$ cat src/otu_pkg.sv
// Constants, encodings and carrier types for the operand type unpacker.
// Assumes a single 250 MHz execution-unit clock shared by all users of the package.
package otu_pkg;

    // Operand and vector widths
    localparam int IMM_W = 32;
    localparam int ADDR_W = 16;
    localparam int CTRL_ZERO_W = 32;
    localparam int NIB_W = 4;
    localparam int NIB_CNT = 8;
    localparam int NIB_SIGN_BIT = 3;
    localparam int WORD_W = 16;
    localparam int VEC_W = 128;

    // Restricted 8-bit float layout
    localparam int RF_W = 8;
    localparam int RF_CNT = 4;
    localparam int RF_SIGN_BIT = 7;
    localparam int RF_EXP_LSB = 4;
    localparam int RF_EXP_W = 3;
    localparam int RF_FRAC_W = 4;
    localparam logic [RF_W-1:0] RF_ZERO_POS = 8'h00;
    localparam logic [RF_W-1:0] RF_ZERO_NEG = 8'h80;

    // Single and double precision layouts
    localparam int SP_W = 32;
    localparam int SP_EXP_W = 8;
    localparam int SP_FRAC_W = 23;
    localparam int DP_W = 64;
    localparam int DP_EXP_W = 11;
    localparam int DP_FRAC_W = 52;

    // Control register zero bit positions
    localparam int CTRL_ZERO_FP_MODE_BIT = 0;
    localparam int CTRL_ZERO_DP_DENORM_BIT = 6;

    // Byte address masks for natural boundaries
    localparam logic [ADDR_W-1:0] ALIGN_WORD = 16'h0001;
    localparam logic [ADDR_W-1:0] ALIGN_DWORD = 16'h0003;
    localparam logic [ADDR_W-1:0] ALIGN_QWORD = 16'h0007;
    localparam logic [ADDR_W-1:0] ALIGN_DQWORD = 16'h000f;
    localparam logic [ADDR_W-1:0] ALIGN_QQWORD = 16'h001f;

    typedef enum logic [3:0] {
        TYPE_UNSIGNED_BYTE,
        TYPE_SIGNED_BYTE,
        TYPE_UNSIGNED_WORD,
        TYPE_SIGNED_WORD,
        TYPE_UNSIGNED_DOUBLEWORD,
        TYPE_SIGNED_DOUBLEWORD,
        TYPE_PACKED_UNSIGNED_NIBBLE_VECTOR,
        TYPE_PACKED_SIGNED_NIBBLE_VECTOR,
        TYPE_SINGLE_FLOAT,
        TYPE_DOUBLE_PRECISION_FLOAT,
        TYPE_PACKED_RESTRICTED_FLOAT_VECTOR,
        TYPE_NIBBLE
    } otu_type_t;

    typedef enum logic [1:0] {
        ROLE_IMMEDIATE,
        ROLE_SOURCE,
        ROLE_DESTINATION
    } otu_role_t;

    typedef enum logic [1:0] {
        GROUP_NONE,
        GROUP_QUADWORD,
        GROUP_DOUBLE_QUADWORD,
        GROUP_QUAD_QUADWORD
    } otu_group_t;

    typedef struct packed {
        logic valid;
        otu_type_t opType;
        otu_role_t role;
        otu_group_t group;
        logic rawMove;
        logic [ADDR_W-1:0] addr;
        logic [DP_W-1:0] operand;
    } otu_req_t;

    typedef struct packed {
        logic misaligned;
        logic nibbleAlone;
        logic packedNotImm;
        logic packedByteDst;
        logic alternativeEncoding;
        logic modeUnsupported;
    } otu_err_t;

    typedef struct packed {
        logic valid;
        otu_err_t err;
        logic [VEC_W-1:0] data;
    } otu_resp_t;

endpackage

$ cat src/operand_type_unpacker.sv
// Operand type checker and immediate unpacker for the vector execution unit.
// Assumes requests come from the decoder on core_clk; one answer per request, one cycle later.
//
// Overview of operation
// - Words even addresses, doublewords divisible by four
// - Groups align to eight, sixteen, thirty-two
// - Nibble never accessed as standalone element
// - Signed integers are two's complement
// - Signed nibble vector: eight elements, sign bit three
// - Signed nibbles sign-extend into eight words
// - Unsigned nibbles zero-extend into eight words
// - Packed vector types only as immediate sources
// - Packed byte destination only for raw move
// - Single float: sign, 8 exponent, 23 fraction
// - Double float: sign, 11 exponent, 52 fraction
// - Single precision mode chosen by control bit
// - Alternative mode uses no inf, denormal, NaN
// - IEEE single mode flushes denormals to zero
// - Double only IEEE; denorm bit keeps or flushes
// - Sign-magnitude floats; no 80-bit format
// - Restricted float: sign 7, exponent 6:4, fraction
// - Exponent rebias by adding 124
// - Codes 0x00 and 0x80 give signed zero
// - Zero exponent keeps implied one, min 0.125
// - Restricted float has no inf, NaN, denormal
// - Float mode from control register zero bit 0
`timescale 1ns/10ps
module operand_type_unpacker
    import otu_pkg::*;
(
    input wire logic core_clk,
    input wire logic rst,
    input otu_req_t req,
    input wire logic [CTRL_ZERO_W-1:0] controlRegisterZero,
    output otu_resp_t resp
);
    otu_resp_t st;
    otu_resp_t next_st;
    logic alternativeMode;
    logic dpKeepDenorm;
    logic [RF_CNT-1:0][SP_W-1:0] rfSingle;

    assign alternativeMode = controlRegisterZero[CTRL_ZERO_FP_MODE_BIT];
    assign dpKeepDenorm = controlRegisterZero[CTRL_ZERO_DP_DENORM_BIT];

    function automatic logic otuIsPacked(input otu_type_t t);
        return t == TYPE_PACKED_SIGNED_NIBBLE_VECTOR || t == TYPE_PACKED_UNSIGNED_NIBBLE_VECTOR ||
            t == TYPE_PACKED_RESTRICTED_FLOAT_VECTOR;
    endfunction

    function automatic logic otuIsByte(input otu_type_t t);
        return t == TYPE_UNSIGNED_BYTE || t == TYPE_SIGNED_BYTE;
    endfunction

    function automatic logic [ADDR_W-1:0] otuAlignMask(input otu_type_t t, input otu_group_t g);
        logic [ADDR_W-1:0] m;
        m = '0;
        case (t)
            TYPE_UNSIGNED_WORD, TYPE_SIGNED_WORD: begin
                m = ALIGN_WORD;
            end
            TYPE_UNSIGNED_DOUBLEWORD, TYPE_SIGNED_DOUBLEWORD, TYPE_SINGLE_FLOAT,
            TYPE_PACKED_UNSIGNED_NIBBLE_VECTOR, TYPE_PACKED_SIGNED_NIBBLE_VECTOR,
            TYPE_PACKED_RESTRICTED_FLOAT_VECTOR: begin
                m = ALIGN_DWORD;
            end
            TYPE_DOUBLE_PRECISION_FLOAT: begin
                m = ALIGN_QWORD;
            end
            default: begin
                m = '0;
            end
        endcase
        case (g)
            GROUP_QUADWORD: begin
                m = m | ALIGN_QWORD;
            end
            GROUP_DOUBLE_QUADWORD: begin
                m = m | ALIGN_DQWORD;
            end
            GROUP_QUAD_QUADWORD: begin
                m = m | ALIGN_QQWORD;
            end
            default: begin
                m = m;
            end
        endcase
        return m;
    endfunction

    function automatic logic otuSingleDenorm(input logic [SP_W-1:0] v);
        return v[SP_FRAC_W +: SP_EXP_W] == '0 && v[0 +: SP_FRAC_W] != '0;
    endfunction

    function automatic logic otuSingleSpecial(input logic [SP_W-1:0] v);
        return &v[SP_FRAC_W +: SP_EXP_W];
    endfunction

    function automatic logic otuDoubleDenorm(input logic [DP_W-1:0] v);
        return v[DP_FRAC_W +: DP_EXP_W] == '0 && v[0 +: DP_FRAC_W] != '0;
    endfunction

    for (genvar i = 0; i < RF_CNT; i++) begin : g_rf
        otu_rf_to_single u_rf (
            .rfCode(req.operand[i*RF_W +: RF_W]),
            .single(rfSingle[i])
        );
    end

    always_comb begin
        next_st = '0;
        next_st.valid = req.valid;
        if (req.valid) begin
            next_st.err.nibbleAlone = req.opType == TYPE_NIBBLE;
            next_st.err.packedNotImm = otuIsPacked(req.opType) && req.role != ROLE_IMMEDIATE;
            next_st.err.packedByteDst = req.role == ROLE_DESTINATION && otuIsByte(req.opType) && !req.rawMove;
            if (req.role != ROLE_IMMEDIATE && req.opType != TYPE_NIBBLE) begin
                next_st.err.misaligned = |(req.addr & otuAlignMask(req.opType, req.group));
            end
            if (req.rawMove && !otuIsPacked(req.opType)) begin
                // Raw move copies bits untouched, no flush or extension
                next_st.data[DP_W-1:0] = req.operand;
            end else begin
                case (req.opType)
                    TYPE_PACKED_SIGNED_NIBBLE_VECTOR: begin
                        for (int i = 0; i < NIB_CNT; i++) begin
                            next_st.data[i*WORD_W +: WORD_W] = {{(WORD_W-NIB_W){req.operand[i*NIB_W+NIB_SIGN_BIT]}},
                                req.operand[i*NIB_W +: NIB_W]};
                        end
                    end
                    TYPE_PACKED_UNSIGNED_NIBBLE_VECTOR: begin
                        for (int i = 0; i < NIB_CNT; i++) begin
                            next_st.data[i*WORD_W +: WORD_W] = {{(WORD_W-NIB_W){1'b0}}, req.operand[i*NIB_W +: NIB_W]};
                        end
                    end
                    TYPE_PACKED_RESTRICTED_FLOAT_VECTOR: begin
                        next_st.data[RF_CNT*SP_W-1:0] = rfSingle;
                    end
                    TYPE_SIGNED_BYTE: begin
                        next_st.data[DP_W-1:0] = DP_W'($signed(req.operand[RF_W-1:0]));
                    end
                    TYPE_SIGNED_WORD: begin
                        next_st.data[DP_W-1:0] = DP_W'($signed(req.operand[WORD_W-1:0]));
                    end
                    TYPE_SIGNED_DOUBLEWORD: begin
                        next_st.data[DP_W-1:0] = DP_W'($signed(req.operand[SP_W-1:0]));
                    end
                    TYPE_UNSIGNED_BYTE: begin
                        next_st.data[RF_W-1:0] = req.operand[RF_W-1:0];
                    end
                    TYPE_UNSIGNED_WORD: begin
                        next_st.data[WORD_W-1:0] = req.operand[WORD_W-1:0];
                    end
                    TYPE_UNSIGNED_DOUBLEWORD: begin
                        next_st.data[SP_W-1:0] = req.operand[SP_W-1:0];
                    end
                    TYPE_SINGLE_FLOAT: begin
                        next_st.data[SP_W-1:0] = req.operand[SP_W-1:0];
                        next_st.err.alternativeEncoding = alternativeMode && otuSingleSpecial(req.operand[SP_W-1:0]);
                        if (otuSingleDenorm(req.operand[SP_W-1:0])) begin
                            next_st.data[SP_W-2:0] = '0;
                        end
                    end
                    TYPE_DOUBLE_PRECISION_FLOAT: begin
                        next_st.data[DP_W-1:0] = req.operand;
                        next_st.err.modeUnsupported = alternativeMode;
                        if (!dpKeepDenorm && otuDoubleDenorm(req.operand)) begin
                            next_st.data[DP_W-2:0] = '0;
                        end
                    end
                    default: begin
                        next_st.data = '0;
                    end
                endcase
            end
        end
    end

    always_ff @(posedge core_clk) begin
        if (rst) begin
            st <= '0;
        end else begin
            st <= next_st;
        end
    end

    assign resp = st;
endmodule

$ cat src/otu_rf_to_single.sv
// Combinational widening of one restricted 8-bit float to single precision.
// Assumes the caller registers the result; no clock inside.
`timescale 1ns/10ps
module otu_rf_to_single
    import otu_pkg::*;
(
    input wire logic [RF_W-1:0] rfCode,
    output logic [SP_W-1:0] single
);
    logic [RF_EXP_W-1:0] exp3;
    logic [RF_FRAC_W-1:0] frac4;
    logic sign;

    assign sign = rfCode[RF_SIGN_BIT];
    assign exp3 = rfCode[RF_EXP_LSB +: RF_EXP_W];
    assign frac4 = rfCode[0 +: RF_FRAC_W];

    always_comb begin
        single = '0;
        single[SP_W-1] = sign;
        if (rfCode == RF_ZERO_POS || rfCode == RF_ZERO_NEG) begin
            single[SP_W-2:0] = '0;
        end else begin
            // bias 3 to 127
            // Bit copy instead of an adder; same result as adding the bias difference
            single[SP_W-2] = exp3[RF_EXP_W-1];
            single[SP_FRAC_W+RF_EXP_W-1 +: SP_EXP_W-RF_EXP_W] = {(SP_EXP_W-RF_EXP_W){~exp3[RF_EXP_W-1]}};
            single[SP_FRAC_W +: RF_EXP_W-1] = exp3[RF_EXP_W-2:0];
            single[SP_FRAC_W-RF_FRAC_W +: RF_FRAC_W] = frac4;
        end
    end
endmodule

$ cat config.mk
export PLATFORM = sky130hd
export DESIGN_NAME = operand_type_unpacker
export DESIGN_NICKNAME = d
export VERILOG_FILES = /design/src/otu_pkg.sv /design/src/operand_type_unpacker.sv /design/src/otu_rf_to_single.sv
export SDC_FILE = /design/constraint.sdc
export NUM_CORES = 1
export LEC_CHECK = 0
export BUFFER_PORTS_ARGS = -buffer_cell sky130_fd_sc_hd__buf_2
export CORE_AREA = 5 5 106 108
export CTS_BUF_LIST = sky130_fd_sc_hd__clkbuf_16
export CTS_CLUSTER_DIAMETER = 50
export CTS_CLUSTER_SIZE = 20
export DETAILED_ROUTE_END_ITERATION = 6
export DIE_AREA = 0 0 111 113
export PLACE_DENSITY = 0.77
export SLEW_MARGIN = 20
export SYNTH_ARGS = -nofsm -noshare
export SYNTH_HDL_FRONTEND = slang
export SYNTH_SLANG_ARGS = --single-unit
$ cat constraint.sdc
create_clock -name core_clk -period 2.2 [get_ports core_clk]
set_input_delay 0.22 -clock core_clk [delete_from_list [all_inputs] [get_ports core_clk]]
set_output_delay 0.22 -clock core_clk [all_outputs]
set_load 0.02 [all_outputs]
# ---- Yosys cells after proc, flatten, opt, wreduce, memory -nomap -nowiden
# Memory sizes are Yosys's and may differ from the RTL's.
# Index checks and enable logic that the tools add are counted.
dict set report word_totals {
  rom_bits 48
  out_inout_bits 135
  input_bits 124
  reg_bits 135
  elab_cells 93
  n_memories 1
}
dict set report op_classes {
  n_eq_ne 20
  bitwise_logic 9
  reduce_logical 39
  n_mux 15
}
# name words width read_ports rd_clocked_by_memory_dff write_ports line_no
set memory_table {}
lappend memory_table {{(name not given)} 16 3 1 0 0 operand_type_unpacker.sv:58} ;# case (t)
# op count
set op_table {}
lappend op_table {{case mux 32 bit (7 select lines)} 1}
lappend op_table {{case mux 64 bit (3 select lines)} 1}
lappend op_table {{case mux 16 bit (8 select lines)} 1}
lappend op_table {{case mux 8 bit (5 select lines)} 2}
lappend op_table {{2-to-1 mux 64 bit} 1}
lappend op_table {{2-to-1 mux 63 bit} 1}
lappend op_table {{nonzero test 52 bit} 1}
lappend op_table {{2-to-1 mux 12 bit} 4}
lappend op_table {{zero test 8 bit} 5}
lappend op_table {{== test 8 bit, second input constant} 4}
lappend op_table {{2-to-1 mux 16 bit} 2}
lappend op_table {{2-to-1 mux 31 bit} 1}
lappend op_table {{nonzero test 23 bit} 1}
lappend op_table {{AND 16 bit} 1}
lappend op_table {{== test 4 x 3 -> 1 bit, second input constant} 4}
lappend op_table {{== test 4 bit, second input constant} 4}
lappend op_table {{OR reduction 16 bit} 1}
lappend op_table {{case mux 5 bit (3 select lines)} 1}
lappend op_table {{OR reduction 4 bit} 3}
lappend op_table {{zero test 11 bit} 1}
lappend op_table {{logical AND 1 bit} 9}
lappend op_table {{== test 4 x 2 -> 1 bit, second input constant} 2}
lappend op_table {{inverter 1 bit} 8}
lappend op_table {{AND reduction 8 bit} 1}
lappend op_table {{other kinds (11)} 23}

# ---- Logic depth before layout (Yosys ltp)
# Gate-level depths: netlist of the first run.
dict set report depth {
  depth_word 6
  ltp_mapped 8
  depth_no_buf 5
}

# ---- Cells and area by module
# A second synthesis of the first run with hierarchy kept.
dict set report unflattened {
  hier_cells 818
  hier_area_um2 6696.4
}
# module instances area_per_inst_um2 cells_per_inst seq_area_each_um2
set by_module_without_submodules {}
lappend by_module_without_submodules {operand_type_unpacker 1 5795.6 678 2702.6}
lappend by_module_without_submodules {otu_rf_to_single 4 225.2 35 0.0}

# ---- Worst setup path before layout of the first run
# OpenSTA, ideal clock, no wires.
dict set report synth_path {
  path_kind {input to register}
  startpoint {input req[59] in the netlist's numbering}
  endpoint {register st, in the netlist resp[19]}
  cell_stages 6
  path_slack_ns 0.369
  setup_ns 0.133
  required_time_ns 2.067
  n_path_buf 1
  t_arrival_ns 1.697
  path_cell_list {or4_1 o31ai_2 nand2_2 a221oi_4 buf_6 o22ai_1}
}
dict set report synth_between {
  elab_chain_len 6
}
# element line_no
set synth_rtl {}
lappend synth_rtl {{from (decl)} operand_type_unpacker.sv:33} ;# input otu_req_t req,
lappend synth_rtl {{zero test 11 bit} operand_type_unpacker.sv:100} ;# return v[DP_FRAC_W +: DP_EXP_W] == '0 && v[0 +: DP_FRAC_W] != '0;
lappend synth_rtl {{logical AND 1 bit} operand_type_unpacker.sv:100}
lappend synth_rtl {{logical AND 1 bit} operand_type_unpacker.sv:167} ;# if (!dpKeepDenorm && otuDoubleDenorm(req.operand)) begin
lappend synth_rtl {{2-to-1 mux 63 bit} operand_type_unpacker.sv:167}
lappend synth_rtl {{case mux 16 bit (8 select lines)} operand_type_unpacker.sv:124} ;# case (req.opType)
lappend synth_rtl {{2-to-1 mux 64 bit} operand_type_unpacker.sv:120} ;# if (req.rawMove && !otuIsPacked(req.opType)) begin
lappend synth_rtl {{to (signal assigned)} operand_type_unpacker.sv:183} ;# st <= next_st;
lappend synth_rtl {{to (decl)} operand_type_unpacker.sv:37} ;# otu_resp_t st;
# Every way passes these cells.
# A chain may end at the register's enable or synchronous reset.

# ---- Final worst setup path of the first run
dict set report layout_path {
  startpoint {input req[44] in the netlist's numbering}
  endpoint {register st, in the netlist resp[9]}
}
dict set report layout_between {
  elab_chain_len 6
}
# element line_no
set layout_rtl {}
lappend layout_rtl {{nonzero test 52 bit} operand_type_unpacker.sv:100}
lappend layout_rtl {{logical AND 1 bit} operand_type_unpacker.sv:100}
lappend layout_rtl {{logical AND 1 bit} operand_type_unpacker.sv:167}
lappend layout_rtl {{2-to-1 mux 63 bit} operand_type_unpacker.sv:167}
lappend layout_rtl {{case mux 8 bit (5 select lines)} operand_type_unpacker.sv:124}
lappend layout_rtl {{2-to-1 mux 64 bit} operand_type_unpacker.sv:120}
# Every way passes these cells.

==> impl_metrics.py, run 1 <==
metrics = {
    "synth": {
        "synth_top_family_by_area": "compound AO/OA/AOI/OAI gates",
        "synth_flop_cell": "dfxtp_1",
        "ys_ff_latch": 105,
        "muxShareOfSynthArea_pct": 0.2281,
        "synthAdderAreaFrac_pct": 0,
        "synth_nets": 604,
        "synthDistinctLibCells": 63,
        "synth_simple_gate_area_share_pct": 15.88,
        "syn_area_um2": 4389,
        "avgSynthCellArea_um2": 9.144,
        "synthArstFlopShare_pct": 0,
        "synth_warnings": 0,
        "synthXorXnorAreaFrac_pct": 0,
        "synth_cells": 480,
        "ys_seq_area_share_pct": 47.89,
        "synth_edf_count": 0,
        "synth_compound_area_share_pct": 23.92,
    },
    "timing": {
        "slew_headroom_pct": 68.27,
        "setup_violations": 0,
        "rsz0062_at_grt": "false",
        "tns_ps": 0,
        "period_minus_slack_ps": 1776,
        "max_freq_ghz": 0.5630,
        "worst_pin_slew_ps": 474.5,
        "hold_violations": 0,
        "final_max_slew_viol_count": 0,
        "fin_crit_sh_pct": 80.74,
    },
    "run_status": {
        "status": "complete, no violations",
    },
    "floorplanning": {
        "die_h_um": 113,
        "start_util_pct": 43.29,
        "ios": 259,
        "core-area_um2": 10140,
        "die_w_um": 111,
        "rows": 37,
        "die_area_um2": 12540,
    },
    "global_route": {
        "grt_pass1_vias": 4161,
        "antenna_found_initial": 2,
        "grt_pass1_wl_um": 21600,
        "grt_use_total_pct": 21.40,
        "grt-ovfl-total": 0,
        "grt_max_degree": 38,
    },
    "pwr": {
        "seq_power_share_pct": 48.7,
        "pwr-share-comb_pct": 13.8,
        "p_total_mw": 4.044,
        "power.density_nw_per_um2": 699.8,
        "power.share.clock_pct": 37.5,
        "p_int_mw": 3.028,
        "p_leak_nw": 3.066,
        "swShare_pct": 25.13,
        "ir_worst_vdd_v": 0.0003901,
        "p_switching_mw": 1.016,
    },
    "flow_run": {
        "max_cap_violations": 0,
    },
    "place": {
        "gp_congestion": 0.9107,
        "hpwlAfterDp_um": 10600,
        "port_buffers": 217,
    },
    "final_layout": {
        "n_antenna_cell": 0,
        "mostFrequentLayoutCells": "217 x buf_2, 105 x dfxtp_1, 44 x inv_1",
        "largest_register_ffs": 105,
        "area_growth_pct": 31.64,
        "fill_cells": 895,
        "fin_nets": 794,
        "drive_gt1_share_pct": 40.42,
        "final_common_cell": "buf_2",
    },
    "detailed_routing": {
        "dr.pass1.iters": 5,
        "vias": 4350,
        "wl_um": 13840,
        "viasPerCell": 5.377,
        "drt-initial-drc-count": 331,
        "postRouteAntennaNets": 0,
        "drc_errors": 0,
        "wl_per_cell_um": 17.10,
    },
    "cts": {
        "cts_buffers": 9,
        "cts.path.max_buffers": 2,
        "cts_resized": 0,
        "cts_max_level": 3,
        "postCtsSetupBuffers": 0,
        "ctsRootBufferMaster": "clkbuf_16",
        "clkTransAtPathRegs_ps": 60,
        "tritoncts": "done",
        "ctsHoldBuffers": 0,
        "cts.sinks": 105,
    },
    "min_path": {
        "hold_class": "input port to flop",
    },
    "critical_path": {
        "endpoint_kind": "flop",
        "worst_setup_path_start_kind": "input port",
        "max_stage_delay_ps": 510,
        "path_cells": "buf_2, nor4_1, nand4_1, o41ai_4, buf_4, a211oi_2, buf_4, nor2_1",
        "crit_family": "simple AND/OR/NAND/NOR gates",
        "worstPathBufferInverterCount": 3,
        "cp.required_ps": 2480,
        "worst-setup-path-type": "input port to flop",
        "crit_fanout": 8,
        "crit_path_top_delay_cell": "o41ai_4",
        "cpMostUsedCell": "buf_4",
        "critPathArrivalTime_ps": 2050,
    },
}
routing by layer:
layer  vias to the layer above  GRT usage, %  share of wire [%]
met4                         4         7.307                1.7
met5                         -             0               0.20
li1                       2082             -                  -
met1                      2041         26.41                 41
met3                        23         5.722                8.0
met2                       200         36.29                 49
path summary, 6_finish.rpt:
| path | start | end | cells after the start |
|---|---|---|---|
| hold / removal | req[83] | resp[130] | 2 |
| setup / recovery | req[44] | resp[9] | 8 |
cell type report:
class / count / area (um2) / area share [%]
repair buffers: 242 / 1311 / 22.69
clock buffers: 9 / 225.2 / 3.898
well taps: 136 / 170.2 / 2.945
multi-input cells: 270 / 1760 / 30.47
clock inverters: 5 / 51.30 / 0.8878
inverters: 42 / 157.7 / 2.728
flip-flops and latches: 105 / 2102 / 36.38
cells by family (layout without fill, tap and decap cells):
group,count (synthesis),in the layout
AO/OA/AOI/OAI,143,143
buffers and inverters,105,298
flip-flops,105,105
multiplexers,1,1
AND/OR/NAND/NOR,126,126
synth_stat cells (4+ instances only):
master / n / area, um2
dfxtp_1: 105 / 2102
inv_1: 42 / 157.7
buf_4: 31 / 232.7
a21oi_1: 30 / 150.1
nor2_1: 29 / 108.9
o31ai_1: 23 / 172.7
nand2_1: 22 / 82.58
clkbuf_1: 19 / 71.32
o21ai_0: 16 / 80.08
o32ai_1: 15 / 131.4
a21o_1: 13 / 97.59
and3_1: 13 / 81.33
nor3_1: 13 / 65.06
nor4_1: 11 / 68.82
o22ai_1: 10 / 62.56
buf_2: 9 / 45.04
a211oi_1: 5 / 37.54
a31oi_1: 5 / 31.28
nand4_1: 4 / 25.02
power groups by stage:
stage | clock, mW | combinational, mW | sequential (mW)
floorplan | 0 | 0.226 | 2.09
global placement | 0 | 0.542 | 2.01
detailed placement | 0 | 0.551 | 2.01
CTS | 1.54 | 0.554 | 1.97
global route | 1.63 | 0.604 | 1.97
finish | 1.52 | 0.558 | 1.97
per-stage QoR:
stage	worst slack [ps]	instances	util, %	hold slack (ps)	area, um2
floorplan	369.2	480	-	295.9	4389
global placement	150.1	795	54.26	398.8	5502
detailed placement	115.4	795	54.26	405.5	5502
CTS	464.1	809	56.99	37.73	5778
global route	293.3	809	56.99	37.73	5778
finish	423.7	809	56.99	43.59	5778
(Power assumes the default switching activity.)
==> inputs of run 2 (changes only) <==
- ABC_AREA: unset -> 1
- CORE_AREA: 5 5 106 108 -> 5 5 109 111
- DIE_AREA: 0 0 111 113 -> 0 0 114 116
- PLACE_DENSITY: 0.77 -> 0.76
- clock period: 2.2 -> 1.8 ns (I/O delays scaled with it)
==> impl_metrics.py, run 2 <==
metrics = {
    "place": {
        "gp_congestion": 0.8564,
        "dp_worst_setup_slack_ps": -62.72,
        "port_buffers": 217,
        "hpwlAfterDp_um": 11860,
        "placed_area_um2": 6071,
        "dp_cells": 1016,
    },
    "cts": {
        "cts_resized": 0,
        "cts.sinks": 105,
        "postCtsSetupBuffers": 0,
        "clkTransAtPathRegs_ps": 70,
        "cts_buffers": 9,
        "ctsRootBufferMaster": "clkbuf_16",
        "tritoncts": "done",
        "cts_max_level": 3,
        "cts.path.max_buffers": 2,
    },
    "global_route": {
        "grt-ovfl-total": 0,
        "grt_use_met2_pct": 39.27,
        "grt_use_total_pct": 22.06,
        "grt_max_degree": 61,
        "antenna_found_initial": 0,
        "grt_pass1_vias": 4831,
        "grt_pass1_wl_um": 23340,
        "top_usage_layer": "met2",
        "met3_usage_pct": 6.423,
        "grt_use_met1_pct": 25.89,
    },
    "synth": {
        "synth_warnings": 0,
        "syn_area_um2": 4695,
        "synth_top_cells_by_count": "184 x nand2_1, 105 x dfxtp_1, 57 x nor2_1",
        "synth_nets": 781,
        "synth.top_cell.area_share_pct": 44.78,
        "ys_seq_area_share_pct": 44.78,
        "synthArstFlopShare_pct": 0,
        "synth_edf_count": 0,
        "synth_flop_cell": "dfxtp_1",
        "ys_ff_latch": 105,
        "synthDistinctLibCells": 35,
        "ys_top_cells_by_area": "dfxtp_1 45%, nand2_1 15%, nand3_1 6.0%",
        "synth.most_common_cell": "nand2_1",
        "synth_cells": 657,
        "yosysTopAreaCell": "dfxtp_1",
        "avgSynthCellArea_um2": 7.145,
    },
    "floorplanning": {
        "die_area_um2": 13220,
        "die_h_um": 116,
        "start_util_pct": 43.88,
        "core-area_um2": 10700,
        "rows": 38,
        "die_w_um": 114,
        "ios": 259,
    },
    "critical_path": {
        "cp.required_ps": 2060,
        "max_stage_delay_ps": 530,
        "crit_path_top_delay_cell": "dlygate4sd3_1",
        "endpoint_kind": "flop",
        "worst_setup_path_start_kind": "input port",
        "crit_fanout": 9,
        "worst-setup-path-type": "input port to flop",
        "critPathArrivalTime_ps": 1860,
        "path_cells": "dlygate4sd3_1, buf_2, inv_1, nor2_4, inv_2, nand2_1, inv_2, nand2_1, o21ai_0",
    },
    "pwr": {
        "swShare_pct": 28.33,
        "pwr-share-comb_pct": 16.4,
        "p_switching_mw": 1.442,
        "power.share.clock_pct": 36.5,
        "seq_power_share_pct": 47.2,
        "ir_worst_vdd_v": 0.0004552,
        "p_int_mw": 3.648,
        "p_total_mw": 5.090,
        "power.density_nw_per_um2": 800.5,
        "p_leak_nw": 3.377,
    },
    "detailed_routing": {
        "dr.pass1.iters": 5,
        "vias": 5153,
        "postRouteAntennaNets": 0,
        "drt-initial-drc-count": 367,
        "wl_um": 14980,
        "wl_per_cell_um": 14.51,
        "viasPerCell": 4.988,
        "drc_errors": 0,
    },
    "final_layout": {
        "largest_register_ffs": 105,
        "drive_gt1_share_pct": 34.71,
        "n_antenna_cell": 0,
        "multi_input_area_um2": 2054,
        "design_area_um2": 6359,
        "mostFrequentLayoutCells": "217 x buf_2, 184 x nand2_1, 105 x dfxtp_1",
        "fill_cells": 1028,
        "register_area_um2": 2102,
        "stdcell_count": 1033,
        "area_growth_pct": 35.45,
        "fin_nets": 1012,
        "final_common_cell": "buf_2",
    },
    "timing": {
        "rsz0062_at_grt": "false",
        "period_minus_slack_ps": 1605,
        "worst_pin_slew_ps": 595.6,
        "setup_violations": 0,
        "tns_ps": 0,
        "layout_setup_ws_ps": 194.8,
        "final_max_slew_viol_count": 0,
        "max_freq_ghz": 0.6230,
        "hold_violations": 0,
        "fin_crit_sh_pct": 89.18,
        "slew_headroom_pct": 60.29,
    },
    "run_status": {
        "status": "complete, no violations",
    },
    "flow_run": {
        "max_cap_violations": 0,
    },
    "min_path": {
        "hold_class": "input port to flop",
    },
}
## run 2: worst max-delay path: cells and delay by family
kind / cells / cell delay [ps]
simple gates: 3 / 380
compound gates: 1 / 200
buf+inv: 5 / 1100
## run 2: final cells by class
cell class              count  area share [%]
clock buffers               9           3.542
clock inverters             7          0.8264
inverters                  52           3.070
multi-input cells         446           32.31
flip-flops and latches    105           33.06
well taps                 140           2.755
repair buffers            274           24.44
## run 2: final timing paths
kind | startpoint | cells past startpoint | end | slack [ps]
worst max-delay path | req[80] | 9 | resp[119] | 190
worst min-delay path | req[83] | 2 | resp[130] | 10
## run 2: per-stage QoR
| stage | hold slack [ps] | utilization [%] |
|---|---|---|
| 3_3_place_gp | 360.9 | 56.75 |
| 4_1_cts | 0.08010 | 59.35 |
| 6_report | 11.83 | 59.44 |
| 2_1_floorplan | 255.9 | - |
| 3_5_place_dp | 366.0 | 56.75 |
| 5_1_grt | 5.591 | 59.44 |
## run 2: cells by family after synthesis
group,Yosys count,share of synthesized area (%)
simple gates,332,29.72
compound gates,114,14.05
buf+inv,106,11.46
flops,105,44.78
## run 2: metal layers
| layer | part of all wire [%] | wire length, um |
|---|---|---|
| met1 | 39 | 5893 |
| met2 | 48 | 7175 |
| met3 | 11 | 1654 |
| met5 | 0 | 0 |
| met4 | 1.7 | 261 |
## run 2: power by group through the flow
stage	Combinational (mW)	Clock (mW)	Sequential [mW]
after global placement	0.820	0	2.45
after global routing	0.922	2.02	2.41
after floorplan	0.363	0	2.54
after detailed placement	0.827	0	2.46
final	0.834	1.86	2.40
after CTS	0.830	1.90	2.40
## run 2: timing repair
action,in CTS,in global routing
hold endpoints to repair,0,1
endpoints found under the setup margin,0,0
hold buffers,0,1
==> inputs of run 3 (changes only) <==
- CELL_PAD_IN_SITES_DETAIL_PLACEMENT: unset -> 0
- CELL_PAD_IN_SITES_GLOBAL_PLACEMENT: unset -> 1
- CORE_AREA: 5 5 109 111 -> 5 5 138 140
- DIE_AREA: 0 0 114 116 -> 0 0 143 145
- PLACE_DENSITY: 0.76 -> 0.73
- clock period: 1.8 -> 1.3 ns (I/O delays scaled with it)
==> impl_metrics.py, run 3 (same netlist as run 2, synthesis figures left out) <==
metrics = {
    "run_status": {
        "status": "complete, no violations",
    },
    "global_route": {
        "grt_pass1_vias": 5274,
        "grt_use_total_pct": 16.57,
        "grt-ovfl-total": 0,
        "antenna_found_initial": 2,
        "grt_max_degree": 35,
        "grt_pass1_wl_um": 27170,
    },
    "critical_path": {
        "crit_fanout": 21,
        "endpoint_kind": "flop",
        "critPathArrivalTime_ps": 1440,
        "worst_setup_path_start_kind": "input port",
        "crit_end": "resp[125]",
        "worst-setup-path-type": "input port to flop",
        "startpoint": "req[88]",
        "cp.required_ps": 1520,
    },
    "final_layout": {
        "largest_register_ffs": 105,
        "register_area_um2": 2102,
        "area_growth_pct": 58.48,
        "mostFrequentLayoutCells": "209 x buf_2, 169 x nand2_1, 115 x buf_4",
        "final_common_cell": "buf_2",
        "fill_cells": 1882,
        "multi_input_area_um2": 2341,
        "stdcell_count": 1194,
        "fin_nets": 1083,
        "drive_gt1_share_pct": 45.44,
    },
    "timing": {
        "period_minus_slack_ps": 1217,
        "slew_headroom_pct": 77.14,
        "rsz0062_at_grt": "true",
        "fin_crit_sh_pct": 93.61,
        "max_freq_ghz": 0.8217,
        "holdWs_ps": 16.34,
        "final_max_slew_viol_count": 0,
        "worst_pin_slew_ps": 339.8,
        "setup_violations": 0,
        "hold_violations": 0,
    },
    "detailed_routing": {
        "vias": 5308,
        "drc_errors": 0,
        "wl_um": 17990,
        "dr.pass1.iters": 5,
        "viasPerCell": 4.446,
        "postRouteAntennaNets": 0,
        "drt-initial-drc-count": 200,
        "wl_per_cell_um": 15.07,
    },
    "cts": {
        "cts.path.max_buffers": 2,
        "cts_buffers": 9,
        "cts_max_level": 3,
        "cts.sinks": 105,
        "ctsRootBufferMaster": "clkbuf_16",
        "tritoncts": "done",
        "clkTransAtPathRegs_ps": 70,
    },
    "floorplanning": {
        "die_h_um": 145,
        "ios": 259,
        "core-area_um2": 17720,
        "die_w_um": 143,
        "start_util_pct": 26.50,
        "rows": 49,
        "die_area_um2": 20740,
    },
    "place": {
        "dp_cells": 1171,
        "gp_congestion": 0.8217,
        "hpwlAfterDp_um": 14360,
        "port_buffers": 217,
    },
    "min_path": {
        "hold_class": "input port to flop",
    },
    "pwr": {
        "ir_worst_vdd_v": 0.0006052,
        "power.density_nw_per_um2": 1037,
        "p_leak_nw": 3.815,
    },
    "flow_run": {
        "max_cap_violations": 0,
    },
}
-- run 3: changes by cell type in the layout (fill, tap and decap cells not counted), sizes merged --
cell	change
nand4	+1
bufinv	+2
clkinvlp	+1
dlygate4sd3	+1
clkbuf	+2
buf	+67
inv	-3
diode	+1
-- run 3: routing by layer --
metal | track usage, % | up-vias | routed length [um]
li1 | - | 2732 | -
met1 | 20.67 | 2362 | 7513
met2 | 27.77 | 184 | 8627
met4 | 5.276 | 4 | 317
met3 | 4.344 | 26 | 1509
met5 | 0 | - | 21
-- run 3: worst min-delay path by stage --
stage                  from         to  cells past startpoint
floorplan           req[80]  resp[130]                      1
global placement    req[83]  resp[130]                      2
detailed placement  req[83]  resp[130]                      2
CTS                 req[63]   resp[63]                      3
global route        req[63]   resp[63]                      3
finish              req[63]   resp[63]                      3
-- run 3: worst max-delay path, stage by stage --
cell and delay, ps:
clkbuf_4 160, inv_4 80, nor2_4 40, nand2_2 80
nand2_2 80, nor2_4 220, inv_6 100, nand2_1 120
buf_4 270, o21ai_0 150
-- run 3: per-stage QoR --
stage / utilization [%] / cell area [um2] / worst slack (ps) / TNS, ps / power (mW)
after global placement: 38.22 / 6771 / -453.8 / -33120 / 4.750
after floorplan: - / 4757 / 5.572 / 0 / 4.032
final: 41.99 / 7440 / 83.02 / 0 / 7.717
after CTS: 40.38 / 7154 / 1.357 / 0 / 7.733
after detailed placement: 38.22 / 6771 / -454.4 / -34180 / 4.753
after global routing: 41.97 / 7437 / -30.88 / -192.7 / 8.096
-- run 3: report_power, final --
group	internal [mW]	leakage, nW	total, mW	switching (mW)
registers	3.30	0.853	3.33	0.0248
logic	0.608	2.81	1.44	0.829
clock network	1.69	0.157	2.95	1.26
total	5.60	3.81	7.72	2.11
-- run 3: repair_timing --
| item | 4_1_cts | 5_1_grt |
|---|---|---|
| hold buffers | 2 | 0 |
| buffers inserted | 0 | 3 |
| gates cloned | 0 | 1 |
| resized for setup | 10 | 66 |
| pin swaps | 0 | 21 |
| endpoints found under the setup margin | 40 | 87 |
| hold endpoints to repair | 1 | 0 |
-- run 3: final cells by class --
cell class	count	area share, %
Antenna cell	1	0.03364
Tap cell	229	3.851
Clock inverter	7	1.261
Multi-Input combinational cell	447	31.47
Timing Repair Buffer	344	29.26
Clock buffer	9	3.027
Sequential cell	105	28.25
Inverter	52	2.842
